**config.mk**
```make
export PLATFORM = sky130hd
export DESIGN_NAME = apd_ctrl
export DESIGN_NICKNAME = d
export VERILOG_FILES = /design/src/core/apd_ctrl.v /design/src/core/apd_sync.v
export VERILOG_INCLUDE_DIRS = /design/src /design/src/core
export SDC_FILE = /design/constraint.sdc
export NUM_CORES = 1
export LEC_CHECK = 0
export BUFFER_PORTS_ARGS = -buffer_cell sky130_fd_sc_hd__buf_2
export CORE_ASPECT_RATIO = 0.75
export CORE_UTILIZATION = 48
export DETAILED_ROUTE_END_ITERATION = 10
export GPL_TIMING_DRIVEN = 0
export PLACE_DENSITY = 0.76
export SLEW_MARGIN = 20
export SYNTH_ARGS = -nofsm -noshare
export SYNTH_HDL_FRONTEND = slang
export SYNTH_SLANG_ARGS = --single-unit
```
**constraint.sdc**
```tcl
create_clock -name ref_clk -period 2.4 [get_ports ref_clk]
set_clock_uncertainty 0.1 [all_clocks]
set_input_delay 0.12 -clock ref_clk [delete_from_list [all_inputs] [get_ports ref_clk]]
set_output_delay 0.12 -clock ref_clk [all_outputs]
set_load 0.01 [all_outputs]
```
**src/core/apd_ctrl_map.vh**
```
// constants for the converter power-down and clock-mode control block
`ifndef APD_CTRL_MAP_VH
`define APD_CTRL_MAP_VH
// control byte: mode bits position
`define APD_MODE_HI_POS 1
`define APD_MODE_LO_POS 0
// mode decode of the two low control bits
`define APD_MODE_DEEP 2'h0
`define APD_MODE_LIGHT 2'h1
`define APD_MODE_INTCLK 2'h2
`define APD_MODE_EXTCLK 2'h3
// sensed shutdown pin states
`define APD_PIN_LOW 2'h0
`define APD_PIN_HIGH 2'h1
`define APD_PIN_OPEN 2'h2
// internal and reference clock rates in khz
`define APD_ICLK_HIGH_KHZ 225
`define APD_ICLK_OPEN_KHZ 1800
`define APD_REF_CLK_KHZ 20000
// internal clock half periods in ref_clk cycles, ref rate over twice the clock rate, rounded down
`define APD_ICLK_HIGH_HALF 8'h2c
`define APD_ICLK_OPEN_HALF 8'h05
// reset mode, result width and default conversion length
`define APD_RST_MODE 2'h2
`define APD_RESULT_BITS 10
`define APD_CONV_CYCLES 12
`endif

```
**src/core/apd_ctrl.v**
```verilog
// power-down and clock-mode control for a 10-bit sar converter
`timescale 1ns/10ps
`default_nettype none
`include "apd_ctrl_map.vh"
module apd_ctrl #(
    parameter CONV_CYCLES = `APD_CONV_CYCLES
) (
    // clock and reset
    input wire ref_clk,
    input wire rst,
    // pre-sensed shutdown pin, serial link (outside the ref_clk domain)
    input wire [1:0] hw_shutdown_pin,
    input wire sclk,
    input wire din,
    input wire cs_n,
    // control byte from the serial framer, same domain
    input wire ctrl_valid,
    input wire [7:0] ctrl_byte,
    // result from the sar core, same domain
    input wire [9:0] sar_result,
    // status and control outputs
    output reg powered_r,
    output reg hw_pd_r,
    output reg sw_pd_r,
    output reg light_sleep_mode,
    output reg deep_sleep_mode,
    output reg int_comp_r,
    output reg int_clk_mode_r,
    output reg iclk_r,
    output reg converting_r,
    output reg conv_done_r,
    output reg [9:0] result_r,
    output wire serial_active,
    output wire start_seen
);
    // ************************************************
    // input synchronisation
    // ************************************************
    wire [1:0] pin_s;
    wire sclk_s;
    wire din_s;
    wire cs_n_s;
    // one synchroniser for all five lines; skew between them is at most one cycle
    apd_sync #(.WIDTH(5)) u_sync (
        .ref_clk(ref_clk),
        .rst(rst),
        .d_in({hw_shutdown_pin, sclk, din, cs_n}),
        .d_out({pin_s, sclk_s, din_s, cs_n_s})
    );
    // edge detector rests low like the idle link clock, so reset gives no false edge
    reg sclk_d_r;
    wire sclk_rise = sclk_s & ~sclk_d_r;
    wire pin_low = (pin_s == `APD_PIN_LOW);
    wire pin_high = (pin_s == `APD_PIN_HIGH);

    // ************************************************
    // state machine
    // ************************************************
    localparam ST_IDLE = 4'h1;
    localparam ST_CONV = 4'h2;
    localparam ST_SWPD = 4'h4;
    localparam ST_HWPD = 4'h8;
    reg [3:0] state_r;
    reg [3:0] state_nxt;
    reg [1:0] mode_r;
    reg [1:0] mode_nxt;
    // pending control bits wait here until the running conversion ends
    reg [1:0] pend_r;
    reg [1:0] pend_nxt;
    reg [7:0] cnt_r;
    reg [7:0] cnt_nxt;
    // start bit only counts in sleep with cs low, and never in hardware power-down
    assign start_seen = (state_r == ST_SWPD) & sclk_rise & din_s & ~cs_n_s;
    // interface stays up in sleep only under internal clock mode
    assign serial_active = ~hw_pd_r & ((state_r != ST_SWPD) | int_clk_mode_r);

    // next-state logic: pin low is tested first so it overrides any control byte
    always @* begin
        state_nxt = state_r;
        mode_nxt = mode_r;
        pend_nxt = pend_r;
        cnt_nxt = cnt_r;
        if (pin_low) begin
            // pin low wins over every control byte, conversion dropped on the spot
            state_nxt = ST_HWPD;
            cnt_nxt = 8'h00;
        end else begin
            case (state_r)
                ST_HWPD: begin
                    // no settling wait here; the host owns the power-up delays
                    state_nxt = ST_IDLE;
                end
                ST_IDLE: begin
                    if (ctrl_valid) begin
                        pend_nxt = ctrl_byte[`APD_MODE_HI_POS:`APD_MODE_LO_POS];
                        state_nxt = ST_CONV;
                        cnt_nxt = CONV_CYCLES[7:0];
                    end
                end
                ST_SWPD: begin
                    if (start_seen) begin
                        state_nxt = ST_IDLE;
                    end
                end
                ST_CONV: begin
                    if (cnt_r > 8'h01) begin
                        cnt_nxt = cnt_r - 8'h01;
                    end else begin
                        // new mode takes effect only once the conversion ends
                        cnt_nxt = 8'h00;
                        mode_nxt = pend_r;
                        if (pend_r[1]) begin
                            state_nxt = ST_IDLE;
                        end else begin
                            state_nxt = ST_SWPD;
                        end
                    end
                end
                default: begin
                    state_nxt = ST_IDLE;
                end
            endcase
        end
    end

    // ************************************************
    // internal conversion clock
    // ************************************************
    reg [7:0] div_r;
    // half periods round down, so both rates come out slightly fast
    wire [7:0] half = pin_high ? `APD_ICLK_HIGH_HALF : `APD_ICLK_OPEN_HALF;

    always @(posedge ref_clk or posedge rst) begin
        if (rst) begin
            div_r <= 8'h00;
            iclk_r <= 1'b0;
        end else begin
            // divider idles in hardware power-down so no clock reaches the sar
            if (pin_low || div_r + 8'h01 >= half) begin
                div_r <= 8'h00;
                // restarts low, so the sar sees a clean first edge on wake
                iclk_r <= ~pin_low & ~iclk_r;
            end else begin
                div_r <= div_r + 8'h01;
            end
        end
    end

    // ************************************************
    // state registers
    // ************************************************
    always @(posedge ref_clk or posedge rst) begin
        if (rst) begin
            state_r <= ST_IDLE;
            mode_r <= `APD_RST_MODE;
            pend_r <= `APD_RST_MODE;
            cnt_r <= 8'h00;
            sclk_d_r <= 1'b0;
        end else begin
            state_r <= state_nxt;
            mode_r <= mode_nxt;
            pend_r <= pend_nxt;
            cnt_r <= cnt_nxt;
            sclk_d_r <= sclk_s;
        end
    end

    // ************************************************
    // status outputs
    // ************************************************
    always @(posedge ref_clk or posedge rst) begin
        if (rst) begin
            powered_r <= 1'b0;
            hw_pd_r <= 1'b1;
            sw_pd_r <= 1'b0;
            light_sleep_mode <= 1'b0;
            deep_sleep_mode <= 1'b0;
            int_comp_r <= 1'b0;
            int_clk_mode_r <= 1'b1;
            converting_r <= 1'b0;
            conv_done_r <= 1'b0;
            result_r <= 10'h000;
        end else begin
            // flags follow the next state so they change with the state register
            powered_r <= ~pin_low & (state_nxt != ST_SWPD);
            hw_pd_r <= pin_low;
            sw_pd_r <= (state_nxt == ST_SWPD);
            light_sleep_mode <= (state_nxt == ST_SWPD) & (mode_nxt == `APD_MODE_LIGHT);
            deep_sleep_mode <= (state_nxt == ST_SWPD) & (mode_nxt == `APD_MODE_DEEP);
            int_comp_r <= pin_high;
            // sleep codes name no clock mode, so the last clock mode is kept through sleep
            if (mode_nxt[`APD_MODE_HI_POS]) begin
                int_clk_mode_r <= (mode_nxt != `APD_MODE_EXTCLK);
            end
            converting_r <= (state_nxt == ST_CONV);
            conv_done_r <= (state_r == ST_CONV) & (state_nxt != ST_CONV) & ~pin_low;
            if ((state_r == ST_CONV) && (state_nxt != ST_CONV) && !pin_low) begin
                // straight binary, kept as is for unipolar and bipolar alike
                result_r <= sar_result;
            end
        end
    end
endmodule
`default_nettype wire

```
**src/core/apd_sync.v**
```verilog
// two-flop synchroniser for inputs from outside the ref_clk domain
`timescale 1ns/10ps
`default_nettype none
module apd_sync #(
    parameter WIDTH = 1
) (
    // clock and reset
    input wire ref_clk,
    input wire rst,
    // data
    input wire [WIDTH-1:0] d_in,
    output wire [WIDTH-1:0] d_out
);
    reg [WIDTH-1:0] meta_r;
    reg [WIDTH-1:0] sync_r;
    always @(posedge ref_clk or posedge rst) begin
        if (rst) begin
            meta_r <= {WIDTH{1'b0}};
            sync_r <= {WIDTH{1'b0}};
        end else begin
            meta_r <= d_in;
            sync_r <= meta_r;
        end
    end
    assign d_out = sync_r;
endmodule
`default_nettype wire

```
Yosys cells after proc, flatten, opt, wreduce, memory -nomap -nowiden
Index checks and enable logic that the tools add are counted.
Operators by class
  add/subtract/negate cells: 2
  magnitude comparators: 2
  equal/unequal tests: 12
  mux-type cells: 15
  bitwise operators: 17
  reduce and logical (&&, ||, !) cells: 9
Operator list (number)
  2-to-1 mux 8 bit: 4
  2-to-1 mux 4 bit: 4
  case mux 8 bit (2 select lines): 1
  case mux 4 bit (3 select lines): 1
  bitwise AND 1 bit: 11
  adder 8 x 1 -> 8 bit, second input constant: 1
  == test 4 x 2 -> 1 bit, second input constant: 2
  == test 4 x 3 -> 1 bit, second input constant: 2
  >= comparator 8 x 6 -> 1 bit: 1
  > comparator 8 x 1 -> 1 bit, second input constant: 1
  != test 4 x 3 -> 1 bit, second input constant: 2
  subtractor 8 x 1 -> 8 bit, second input constant: 1
  2-to-1 mux 2 bit: 3
  2-to-1 mux 6 bit: 1
  inverter 1 bit: 5
  == test 2 x 1 -> 1 bit, second input constant: 2
  == test 4 x 1 -> 1 bit, second input constant: 1
  logical NOT 2 bit: 2
  != test 4 x 2 -> 1 bit, second input constant: 1
  2-to-1 mux 3 bit: 1
  != test 3 bit, second input constant: 1
  AND reduction 3 bit: 1
  nonzero test 3 bit: 1
  logical AND 1 bit: 2
  5 further kinds: 5
Storage, ports and cells
  register bits: 55
  output and inout port bits: 22
  word-level logic and storage cells: 76

Longest topological paths before layout
Gate-level depths: netlist of the first run.
  word-level depth: 11
  gate-level depth with buffers: 8
  mapped depth without buffers: 8

By module
From an unflattened synthesis of the first run, not the netlist that was laid out.
Unflattened totals
  cell total of the unflattened synthesis: 224
  area total of the unflattened synthesis: 2391.0 µm²
Modules (own cells, without submodules)
  apd_ctrl: times used 1, cells each 213, area each 2137.0 µm², seq. area each 1132.3 µm²
  apd_sync: times used 1, cells each 11, area each 254.0 µm², seq. area each 250.2 µm²

Least setup slack after synthesis of the first run
No wires, ideal clock.
  path kind: reg-to-reg
  from: reg u_sync.sync_r[4], in the netlist u_sync.d_out[4]
  to: reg iclk_r
  setup time: 125 ps
  data arrival time: 2007 ps
  required time: 2175 ps
  setup slack: 168 ps
  cell stages (with the launch flop): 8
  path buffers: 0
  clock period less this slack: 2232 ps
  path through: dfrtp_1 > nand2b_1 > ha_1 > or3b_1 > a31oi_1 > a21boi_0 > or2_1 > mux2_2
Between the ends
  longest elaborated chain between the ends: 4
  elaborated cells on any way between the ends: 7
  those cells by class: order compare (1); eq/ne (1); mux (1); bitwise (2); reduce/logical (2)
Ends and longest elaborated chain
  start: declaration: RTL line apd_sync.v:15  | reg [WIDTH-1:0] sync_r;
  start signal: assignment: RTL line apd_sync.v:19  | sync_r <= {WIDTH{1'b0}};
  start signal: assignment: RTL line apd_sync.v:22  | sync_r <= meta_r;
  == test 2 x 1 -> 1 bit (no line)
  2-to-1 mux 6 bit (no line)
  >= comparator 8 x 6 -> 1 bit: RTL line apd_ctrl.v:139  | if (pin_low || div_r + 8'h01 >= half) begin
  logical OR 1 bit: RTL line apd_ctrl.v:139
  end signal: assignment: RTL line apd_ctrl.v:142  | iclk_r <= ~pin_low & ~iclk_r;
  end: declaration: RTL line apd_ctrl.v:29  | output reg iclk_r,
Several ways; a longest one is shown, not always the timed one.
A chain may end at the register's enable or synchronous reset.

Worst setup path in the final report of the first run
  from: reg u_sync.sync_r[3], in the netlist u_sync.d_out[3]
  to: reg iclk_r
The elaborated chain is that of the path after synthesis.

==> run summary, run 1 <==
result of the run: complete, no violations
largest voltage drop on the vdd net: 0.475 mV
site row count: 21
kind of critical path: flop to flop
die width: 82.2 um
initial standard-cell utilization of the core: 50.9%
slew at the pin closest to its max-slew limit: 0.650 ns
clk slew on worst S/H paths: 0.09 ns
worst path cell trace: nand2b_4 > ha_1 > or3b_1 > a31oi_1 > a21boi_0 > or2_4 > mux2_2
via count normalized by instance count: 5.15
signed area change from the synthesized netlist to the final layout: 25.6%
Most used DFF post-synth: sky130_fd_sc_hd__dfrtp_1
maximum level of the CTS H-tree: 2
Rel. slew slack: 56.1%
iteration-0 DRC count of the detailed router: 49
largest net degree at the start of global routing: 29
P per Cell Area: 772 nW/um2
Die Area: 5110 um2
DR WL/cell: 13.2 um
sequential area share after synthesis: 59.7%
Skew-Pair Late Insertion Delay: 0.31 ns
capturing element type of the critical path: flop
TritonCTS buffer count: 5
cells after synthesis: 186
Post-Place Cells: 286
total count of max-transition violations in the final report: 0
hold path endpoint: state_r[0]
antenna-violating nets left: 0
fraction of layout instances using a drive strength above 1: 31.6%
TritonCTS clock tree: done
library cell occupying the most area in the post-synthesis netlist: sky130_fd_sc_hd__dfrtp_1
Worst Reg2Reg Path Length in Cells: 7
Avg Cell Area, Syn: 12.4 um2
final routed wirelength across all metal layers: 4140 um
Crit Reg-Reg Endpoint: iclk_r
cell depth of the worst hold path: 4
required time at the worst-slack endpoint: 2.50 ns
last weighted congestion value of the routability-driven placer: 0.827
Worst Hold Launch: ctrl_valid
total number of vias: 1,612
Crit path max-delay family: simple AND/OR/NAND/NOR gates
All-Layer GR Usage: 18.1%
Synth Cell Area: 2310 um2
crit path DAT: 2.40 ns
post-route insts no fill: 313
worst slack on hold paths: 0.0934 ns
share of flip-flops with an asynchronous set or reset after synthesis: 100%
peak clock frequency supported by timing: 435 MHz
final worst-path cycle share: 95.8%
number of nets in the layout: 287
final setup fails: 0
buffer levels on the longest clock path: 2
count of max-cap constraint violations: 0
longest individual stage delay on the worst path: 0.45 ns
setup slack of the most critical reg-to-reg path: 0.10 ns
count of endpoints failing hold in the final timing report: 0
min Tclk post-route: 2.30 ns
cell types occupying the most area after synthesis: sky130_fd_sc_hd__dfrtp_1 (54%), sky130_fd_sc_hd__mux2_2 (6.3%), sky130_fd_sc_hd__dfstp_2 (5.7%), sky130_fd_sc_hd__ha_1 (3.2%), sky130_fd_sc_hd__nor2_1 (2.8%)
synthesized flop and latch total: 55
antenna violations before repair: 0
count of clock tree sinks: 55
warnings from Yosys: 0
number of buffer and inverter stages on the critical path: 0
via count of the first global-routing pass: 1,574
io pins: 48
RSZ-0062 raised after global routing: false
count of input and output buffers: 41
master cell of the clock root buffer: sky130_fd_sc_hd__clkbuf_8
critical path fanouts, max: 5
# DRC: 0
fin worst setup slack: 0.102 ns
leading cell types by count after synthesis: sky130_fd_sc_hd__dfrtp_1 (50), sky130_fd_sc_hd__nor2_1 (17), sky130_fd_sc_hd__mux2_2 (13)
most used standard cell by instance count after synthesis: sky130_fd_sc_hd__dfrtp_1
number of enable flip-flop cells after synthesis: 0
Leak: 1.43 nW
count of different cell masters after synthesis: 48
Hold Crit Class: input pin to flop
Finished Core Util: 63.9%
Critical R2R Launch: u_sync.d_out[3]
placeable core region: 4550 um2
CP Launch Type: flop
HPWL after detailed placement: 2840 um
post-synth top area share: 54.1%
cell with the largest stage delay on the worst path: sky130_fd_sc_hd__dfrtp_1
sum of overflow across all layers after global routing: 0
height of the die: 62.1 um
post-placement setup slack: -0.0870 ns
antenna diode instance count: 0
Initial DRT Pass Iterations: 4
wire length of the first global-routing pass: 6930 um
Total Power: 2.25 mW
## metal layers
layer / track usage, % / part of all wire, %
met1: 24.4 / 49
met2: 28.4 / 46
met3: 4.41 / 4.0
met4: 5.92 / 1.3
met5: 0 / 0
## worst max-delay path by stage
stage                         start  endpoint  slack [ns]  cells after the start
finish              u_sync.d_out[3]    iclk_r        0.10                      7
global route        u_sync.d_out[3]    iclk_r        0.01                      7
CTS                 u_sync.d_out[4]    iclk_r        0.04                      7
detailed placement  u_sync.d_out[4]    iclk_r       -0.09                      7
global placement    u_sync.d_out[4]    iclk_r       -0.07                      7
floorplan           u_sync.d_out[4]    iclk_r        0.17                      7
## cells in the final DEF (no fill, tap or decap), types with 6 or more instances in the layout
| master | instances |
|---|---|
| sky130_fd_sc_hd__dfrtp_1 | 50 |
| sky130_fd_sc_hd__buf_2 | 41 |
| sky130_fd_sc_hd__dlygate4sd3_1 | 18 |
| sky130_fd_sc_hd__nor2_1 | 17 |
| sky130_fd_sc_hd__mux2_2 | 13 |
| sky130_fd_sc_hd__o21ai_0 | 8 |
| sky130_fd_sc_hd__nand2_1 | 7 |
| sky130_fd_sc_hd__inv_1 | 6 |
| sky130_fd_sc_hd__nor3_1 | 6 |
| sky130_fd_sc_hd__ha_1 | 6 |
## report_power, final
group / switching [mW] / internal, mW / leakage (nW) / total, mW
registers: 0.100 / 1.09 / 0.694 / 1.19
logic: 0.281 / 0.265 / 0.687 / 0.547
clock network: 0.300 / 0.209 / 0.0443 / 0.509
total: 0.682 / 1.56 / 1.43 / 2.25
## sequential cells by signal, summed over array words and instances (netlist names)
name and count:
int_comp_r 1, cnt_r 8, u_sync.meta_r 5, sclk_d_r 1
result_r 10, deep_sleep_mode 1, hw_pd_r 1, light_sleep_mode 1
sw_pd_r 1, u_sync.d_out 5, iclk_r 1, div_r 8
pend_r 2, conv_done_r 1, int_clk_mode_r 1, converting_r 1
state_r 4, powered_r 1, mode_r 2
## logic make-up (layout without fill, tap and decap cells)
kind of cell	after synthesis	after routing	synth area share, %
AOI/OAI and AO/OA	31	31	9.57
xor gates and xnor gates	5	5	1.89
adders and majority gates	6	6	3.24
buffers and inverters	11	80	2.27
DFF	55	55	59.7
muxes	16	16	7.68
other	1	2	0.162
and+or+nand+nor	61	61	15.5
## worst min-delay path, delay by kind of cell
family / cells / cell delay [ns]
AOI/OAI and AO/OA: 3 / 0.30
buffers and inverters: 1 / 0.09
## through the flow
stage,instance area (um2),TNS (ns)
after floorplan,2320,0
after global placement,2590,-0.0658
after detailed placement,2620,-0.0870
after CTS,2900,0
after global routing,2910,0
final,2910,0
## repair_timing
item	CTS	global route
endpoints found under the hold margin	41	0
hold buffers	18	0
resized for setup	3	0
buffers inserted	0	1
endpoints found under the setup margin	1	1
## cell type report
class                      count  area, um2
buffer                         3       22.5
clock buffer                   5       68.8
clock inverter                 3       25.0
fill                         362       1640
inverter                       8       30.0
multi-input combinational    121        893
sequential                    55       1380
tap                           57       71.3
timing repair buffer          61        413
Note: power is estimated with default switching activity, not from simulation.
==> inputs of run 2 (changes only) <==
Settings changed: CELL_PAD_IN_SITES_DETAIL_PLACEMENT set to 1, CELL_PAD_IN_SITES_GLOBAL_PLACEMENT set to 1, CORE_UTILIZATION 48 to 39, PLACE_DENSITY 0.76 to 0.77.
==> run summary, run 2 (same netlist as run 1, synthesis figures left out) <==
kind of critical path: flop to flop (unchanged)
count of endpoints failing hold in the final timing report: 0 (unchanged)
total placed instance area: 2620 um2 (about the same)
total count of max-transition violations in the final report: 0 (unchanged)
antenna-violating nets left: 0 (unchanged)
wire length of the first global-routing pass: 8020 um (was 6930 um)
longest individual stage delay on the worst path: 0.39 ns (was 0.45 ns)
fraction of layout instances using a drive strength above 1: 31.3% (was 31.6%)
total number of vias: 1,657 (was 1,612)
CP Launch Type: flop (unchanged)
Sum Neg Setup Slack: 0 ns (unchanged)
slew at the pin closest to its max-slew limit: 0.639 ns (was 0.650 ns)
count of max-cap constraint violations: 0 (unchanged)
Initial DRT Pass Iterations: 4 (unchanged)
via count normalized by instance count: 5.01 (was 5.15)
Die Area: 6250 um2 (was 5110 um2)
# DRC: 0 (unchanged)
buffer levels on the longest clock path: 2 (unchanged)
height of the die: 68.7 um (was 62.1 um)
final setup fails: 0 (unchanged)
capturing element type of the critical path: flop (unchanged)
commonest non-fill, non-tap cell in the layout: sky130_fd_sc_hd__dfrtp_1 (unchanged)
HPWL after detailed placement: 3420 um (was 2840 um)
combined flip-flop and latch cell area: 1380 um2 (unchanged)
cell with the largest stage delay on the worst path: sky130_fd_sc_hd__dfrtp_1 (unchanged)
P per Cell Area: 837 nW/um2 (was 772 nW/um2)
number of nets in the layout: 287 (unchanged)
largest voltage drop on the vdd net: 0.404 mV (was 0.475 mV)
Finished Core Util: 53.5% (was 63.9%)
iteration-0 DRC count of the detailed router: 40 (was 49)
Rel. slew slack: 56.8% (was 56.1%)
initial standard-cell utilization of the core: 41.9% (was 50.9%)
signed area change from the synthesized netlist to the final layout: 27.8% (was 25.6%)
io pins: 48 (unchanged)
maximum level of the CTS H-tree: 2 (unchanged)
result of the run: complete, no violations (unchanged)
count of input and output buffers: 41 (unchanged)
largest net degree at the start of global routing: 56 (was 29)
layout filler cell count: 600 (was 362)
peak clock frequency supported by timing: 439 MHz (was 435 MHz)
antenna diode instance count: 0 (unchanged)
die width: 91.0 um (was 82.2 um)
All-Layer GR Usage: 16.9% (was 18.1%)
final routed wirelength across all metal layers: 4840 um (was 4140 um)
Leak: 1.44 nW (was 1.43 nW)
worst path cell trace: nand2b_2 > ha_1 > or3b_1 > a31oi_1 > a21boi_1 > or2_1 > mux2_2 (was nand2b_4 > ha_1 > or3b_1 > a31oi_1 > a21boi_0 > or2_4 > mux2_2)
TritonCTS buffer count: 5 (unchanged)
commonest non-fill, non-tap cells in the layout: sky130_fd_sc_hd__dfrtp_1 (50), sky130_fd_sc_hd__buf_2 (41), sky130_fd_sc_hd__dlygate4sd3_1 (18), sky130_fd_sc_hd__nor2_1 (17), sky130_fd_sc_hd__mux2_2 (13) (unchanged)
final worst-path cycle share: 94.9% (was 95.8%)
RSZ-0062 raised after global routing: false (unchanged)
count of clock tree sinks: 55 (unchanged)
Hold Crit Class: input pin to flop (unchanged)
via count of the first global-routing pass: 1,601 (was 1,574)
min Tclk post-route: 2.28 ns (was 2.30 ns)
DR WL/cell: 14.6 um (was 13.2 um)
TritonCTS clock tree: done (unchanged)
max FFs per register: 10 (unchanged)
Top Registers: result_r: 10 flops, cnt_r: 8 flops, div_r: 8 flops (unchanged)
footprint of the multi-input gates: 886 um2 (was 893 um2)
critical path fanouts, max: 4 (was 5)
crit path DAT: 2.37 ns (was 2.40 ns)
Skew-Pair Late Insertion Delay: 0.31 ns (about the same)
placeable core region: 5530 um2 (was 4550 um2)
antenna violations before repair: 0 (unchanged)
required time at the worst-slack endpoint: 2.49 ns (was 2.50 ns)
last weighted congestion value of the routability-driven placer: 0.756 (was 0.827)
final instance area: 2960 um2 (was 2910 um2)
master cell of the clock root buffer: sky130_fd_sc_hd__clkbuf_8 (unchanged)
sum of overflow across all layers after global routing: 0 (unchanged)
clk slew on worst S/H paths: 0.10 ns (was 0.09 ns)
site row count: 23 (was 21)
register with the highest flop count: result_r (unchanged)
==> run 2: cell types whose count changed in the layout (fill, tap and decap cells not counted), sizes merged <==
cell	before	now
bufinv	0	2
inv	8	9
clkinv	2	0
clkinvlp	1	0
==> run 2: area by class of cell <==
| cell class | instances | area share [%] |
|---|---|---|
| Timing Repair Buffer | 61 | 13.5 |
| Clock buffer | 5 | 2.33 |
| Sequential cell | 55 | 46.7 |
| Buffer | 3 | 0.761 |
| Tap cell | 75 | 3.17 |
| Clock inverter | 3 | 2.41 |
| Multi-Input combinational cell | 121 | 29.9 |
| Inverter | 8 | 1.10 |
==> run 2: where the power goes <==
part | total [mW] | internal [mW] | switching, mW
Combinational | 0.551 | 0.262 | 0.288
Clock | 0.736 | 0.424 | 0.312
Sequential | 1.19 | 1.09 | 0.101
==> run 2: timing repair <==
action / 4_1_cts / 5_1_grt
endpoints found under the setup margin: 1 / 5
hold buffers: 18 / 0
resized for setup: 1 / 1
setup buffers: 1 / 1
cloned: 0 / 0
hold endpoints to repair: 67 / 0
pin swaps: 1 / 1
==> run 2: through the flow <==
step / power, mW / hold slack, ns / worst slack, ns / instances
after floorplan: 1.55 / 0.0514 / 0.168 / 187
after global placement: 1.71 / 0.128 / -0.0794 / 303
after detailed placement: 1.74 / 0.130 / -0.103 / 303
after CTS: 2.51 / 0.104 / 0.00797 / 330
after global routing: 2.62 / 0.122 / 0.0315 / 331
final: 2.48 / 0.118 / 0.122 / 331
==> run 2: worst paths after layout <==
| kind | to | start | slack, ns | cells past startpoint |
|---|---|---|---|---|
| worst max-delay path | iclk_r | u_sync.d_out[4] | 0.12 | 7 |
| worst min-delay path | state_r[0] | ctrl_valid | 0.12 | 4 |
| worst min register to register | u_sync.d_out[1] | u_sync.meta_r[1] | 0.26 | 0 |
| worst max register to register | iclk_r | u_sync.d_out[4] | 0.12 | 7 |
| max in group asynchronous | cnt_r[0] | rst | 1.40 | 3 |
| min in group asynchronous | result_r[3] | rst | 0.36 | 3 |
==> run 2: critical path, delay by kind of cell, from the launching register on <==
kind                       cells  cell delay (ns)
and+or+nand+nor                3             0.82
DFF                            1             0.39
adders and majority gates      1             0.30
AOI/OAI and AO/OA              2             0.29
muxes                          1             0.27
==> run 2: per-layer routing <==
metal,vias to the layer above,share of wire [%],global-route usage (%)
met1,829,50,23.2
met2,33,46,27.9
li1,793,-,-
met4,0,0.29,4.76
met5,-,0,0
met3,2,3.4,3.29
==> inputs of run 3 (changes only) <==
Settings changed: MAX_ROUTING_LAYER set to met4.
==> run summary, run 3 (same netlist as run 1, synthesis figures left out) <==
final routed wirelength across all metal layers: 4850 um (was 4840 um)
buffer levels on the longest clock path: 2 (unchanged)
max FFs per register: 10 (unchanged)
fraction of layout instances using a drive strength above 1: 31.3% (unchanged)
signed area change from the synthesized netlist to the final layout: 27.8% (unchanged)
maximum level of the CTS H-tree: 2 (unchanged)
combined flip-flop and latch cell area: 1380 um2 (unchanged)
footprint of the multi-input gates: 886 um2 (unchanged)
count of max-cap constraint violations: 0 (unchanged)
antenna diode instance count: 0 (unchanged)
worst path cell trace: nand2b_2 > ha_1 > or3b_1 > a31oi_1 > a21boi_1 > or2_1 > mux2_2 (unchanged)
slew at the pin closest to its max-slew limit: 0.638 ns (was 0.639 ns)
total number of vias: 1,663 (was 1,657)
# DRC: 0 (unchanged)
Hold Crit Class: input pin to flop (unchanged)
antenna violations before repair: 0 (unchanged)
post-route insts no fill: 331 (unchanged)
peak clock frequency supported by timing: 439 MHz (about the same)
site row count: 23 (unchanged)
min Tclk post-route: 2.28 ns (about the same)
All-Layer GR Usage: 17.4% (was 16.9%)
height of the die: 68.7 um (unchanged)
die width: 91.0 um (unchanged)
critical path fanouts, max: 4 (unchanged)
sum of overflow across all layers after global routing: 0 (unchanged)
wire length of the first global-routing pass: 8020 um (unchanged)
Leak: 1.44 nW (unchanged)
io pins: 48 (unchanged)
Crit path max-delay family: simple AND/OR/NAND/NOR gates (unchanged)
Top Registers: result_r: 10 flops, cnt_r: 8 flops, div_r: 8 flops (unchanged)
cell with the largest stage delay on the worst path: sky130_fd_sc_hd__dfrtp_1 (unchanged)
final worst-path cycle share: 94.9% (about the same)
Skew-Pair Late Insertion Delay: 0.31 ns (about the same)
via count normalized by instance count: 5.02 (was 5.01)
layout filler cell count: 600 (unchanged)
highest-utilization routing layer at the global route stage: met2 (unchanged)
Post-Place Cells: 303 (unchanged)
master cell of the clock root buffer: sky130_fd_sc_hd__clkbuf_8 (unchanged)
DR WL/cell: 14.6 um (about the same)
Total Power: 2.48 mW (about the same)
result of the run: complete, no violations (unchanged)
via count of the first global-routing pass: 1,602 (was 1,601)
timing startpoint of the critical path: u_sync.d_out[4] (unchanged)
crit path DAT: 2.37 ns (about the same)
count of endpoints failing hold in the final timing report: 0 (unchanged)
TritonCTS clock tree: done (unchanged)
RSZ-0062 raised after global routing: false (unchanged)
placeable core region: 5530 um2 (unchanged)
commonest non-fill, non-tap cells in the layout: sky130_fd_sc_hd__dfrtp_1 (50), sky130_fd_sc_hd__buf_2 (41), sky130_fd_sc_hd__dlygate4sd3_1 (18), sky130_fd_sc_hd__nor2_1 (17), sky130_fd_sc_hd__mux2_2 (13) (unchanged)
commonest non-fill, non-tap cell in the layout: sky130_fd_sc_hd__dfrtp_1 (unchanged)
longest individual stage delay on the worst path: 0.39 ns (about the same)
WP depth: 7 (unchanged)
HPWL after detailed placement: 3420 um (unchanged)
Rel. slew slack: 56.9% (was 56.8%)
cell depth of the worst hold path: 4 (unchanged)
final setup fails: 0 (unchanged)
worst slack on hold paths: 0.122 ns (was 0.118 ns)
Die Area: 6250 um2 (unchanged)
Worst Reg2Reg Path Length in Cells: 7 (unchanged)
capturing element type of the critical path: flop (unchanged)
last weighted congestion value of the routability-driven placer: 0.765 (was 0.756)
kind of critical path: flop to flop (unchanged)
P per Cell Area: 837 nW/um2 (about the same)
largest net degree at the start of global routing: 56 (unchanged)
clk slew on worst S/H paths: 0.10 ns (about the same)
Critical R2R Launch: u_sync.d_out[4] (unchanged)
largest voltage drop on the vdd net: 0.404 mV (about the same)
number of nets in the layout: 287 (unchanged)
Initial DRT Pass Iterations: 4 (unchanged)
Finished Core Util: 53.5% (unchanged)
antenna-violating nets left: 0 (unchanged)
met3 global-route usage: 3.29% (unchanged)
initial standard-cell utilization of the core: 41.9% (unchanged)
Worst Hold Launch: ctrl_valid (unchanged)
total count of max-transition violations in the final report: 0 (unchanged)
CP Launch Type: flop (unchanged)
iteration-0 DRC count of the detailed router: 36 (was 40)
required time at the worst-slack endpoint: 2.49 ns (about the same)
number of buffer and inverter stages on the critical path: 0 (unchanged)
count of input and output buffers: 41 (unchanged)
count of clock tree sinks: 55 (unchanged)
global routing met1 resource utilization: 23.1% (was 23.2%)
TritonCTS buffer count: 5 (unchanged)
met2 track utilization from global routing: 28.0% (was 27.9%)
register with the highest flop count: result_r (unchanged)
[run 3: where the power goes]
part | leakage [nW] | internal [mW] | switching [mW]
sequential | 0.694 | 1.09 | 0.102
clock | 0.0703 | 0.424 | 0.312
combinational | 0.675 | 0.262 | 0.288
total | 1.44 | 1.77 | 0.702
[run 3: layout make-up]
type                    instances  share of cell area (%)
multi-input cells             121                    29.9
repair buffers                 61                    13.5
inverters                       8                    1.10
clock buffers                   5                    2.33
clock inverters                 3                    2.41
flip-flops and latches         55                    46.7
well taps                      75                    3.17
plain buffers                   3                   0.761
[run 3: worst min-delay path, stage by stage]
cell and delay, ns:
sky130_fd_sc_hd__buf_2 0.10, sky130_fd_sc_hd__a31oi_1 0.09, sky130_fd_sc_hd__o22ai_1 0.13, sky130_fd_sc_hd__a21oi_1 0.08
[run 3: routing by layer]
metal  routed length, um  share of wire [%]
met3                 178                3.7
met1                2420                 50
met2                2230                 46
met5                   0                  0
met4                  14               0.29
[run 3: path summary, 6_finish.rpt]
path                                   end  slack, ns
max                                 iclk_r       0.12
min                             state_r[0]       0.12
min in group asynchronous      result_r[3]       0.36
max reg2reg                         iclk_r       0.12
max in group asynchronous         cnt_r[0]       1.40
min reg2reg                u_sync.d_out[1]       0.26
[run 3: repair_timing]
action,CTS,global route
endpoints found under the setup margin,1,5
buffers inserted,1,1
hold buffers,18,0
pin swaps,1,1
resized for setup,1,1
hold endpoints to repair,67,0
[run 3: metrics by stage]
step                      setup WS (ns)  TNS, ns  instance area [um2]
after floorplan                   0.168        0                 2320
after global placement          -0.0794  -0.0794                 2620
after detailed placement         -0.103   -0.103                 2620
after CTS                       0.00797        0                 2950
after global routing             0.0315        0                 2960
final                             0.124        0                 2960
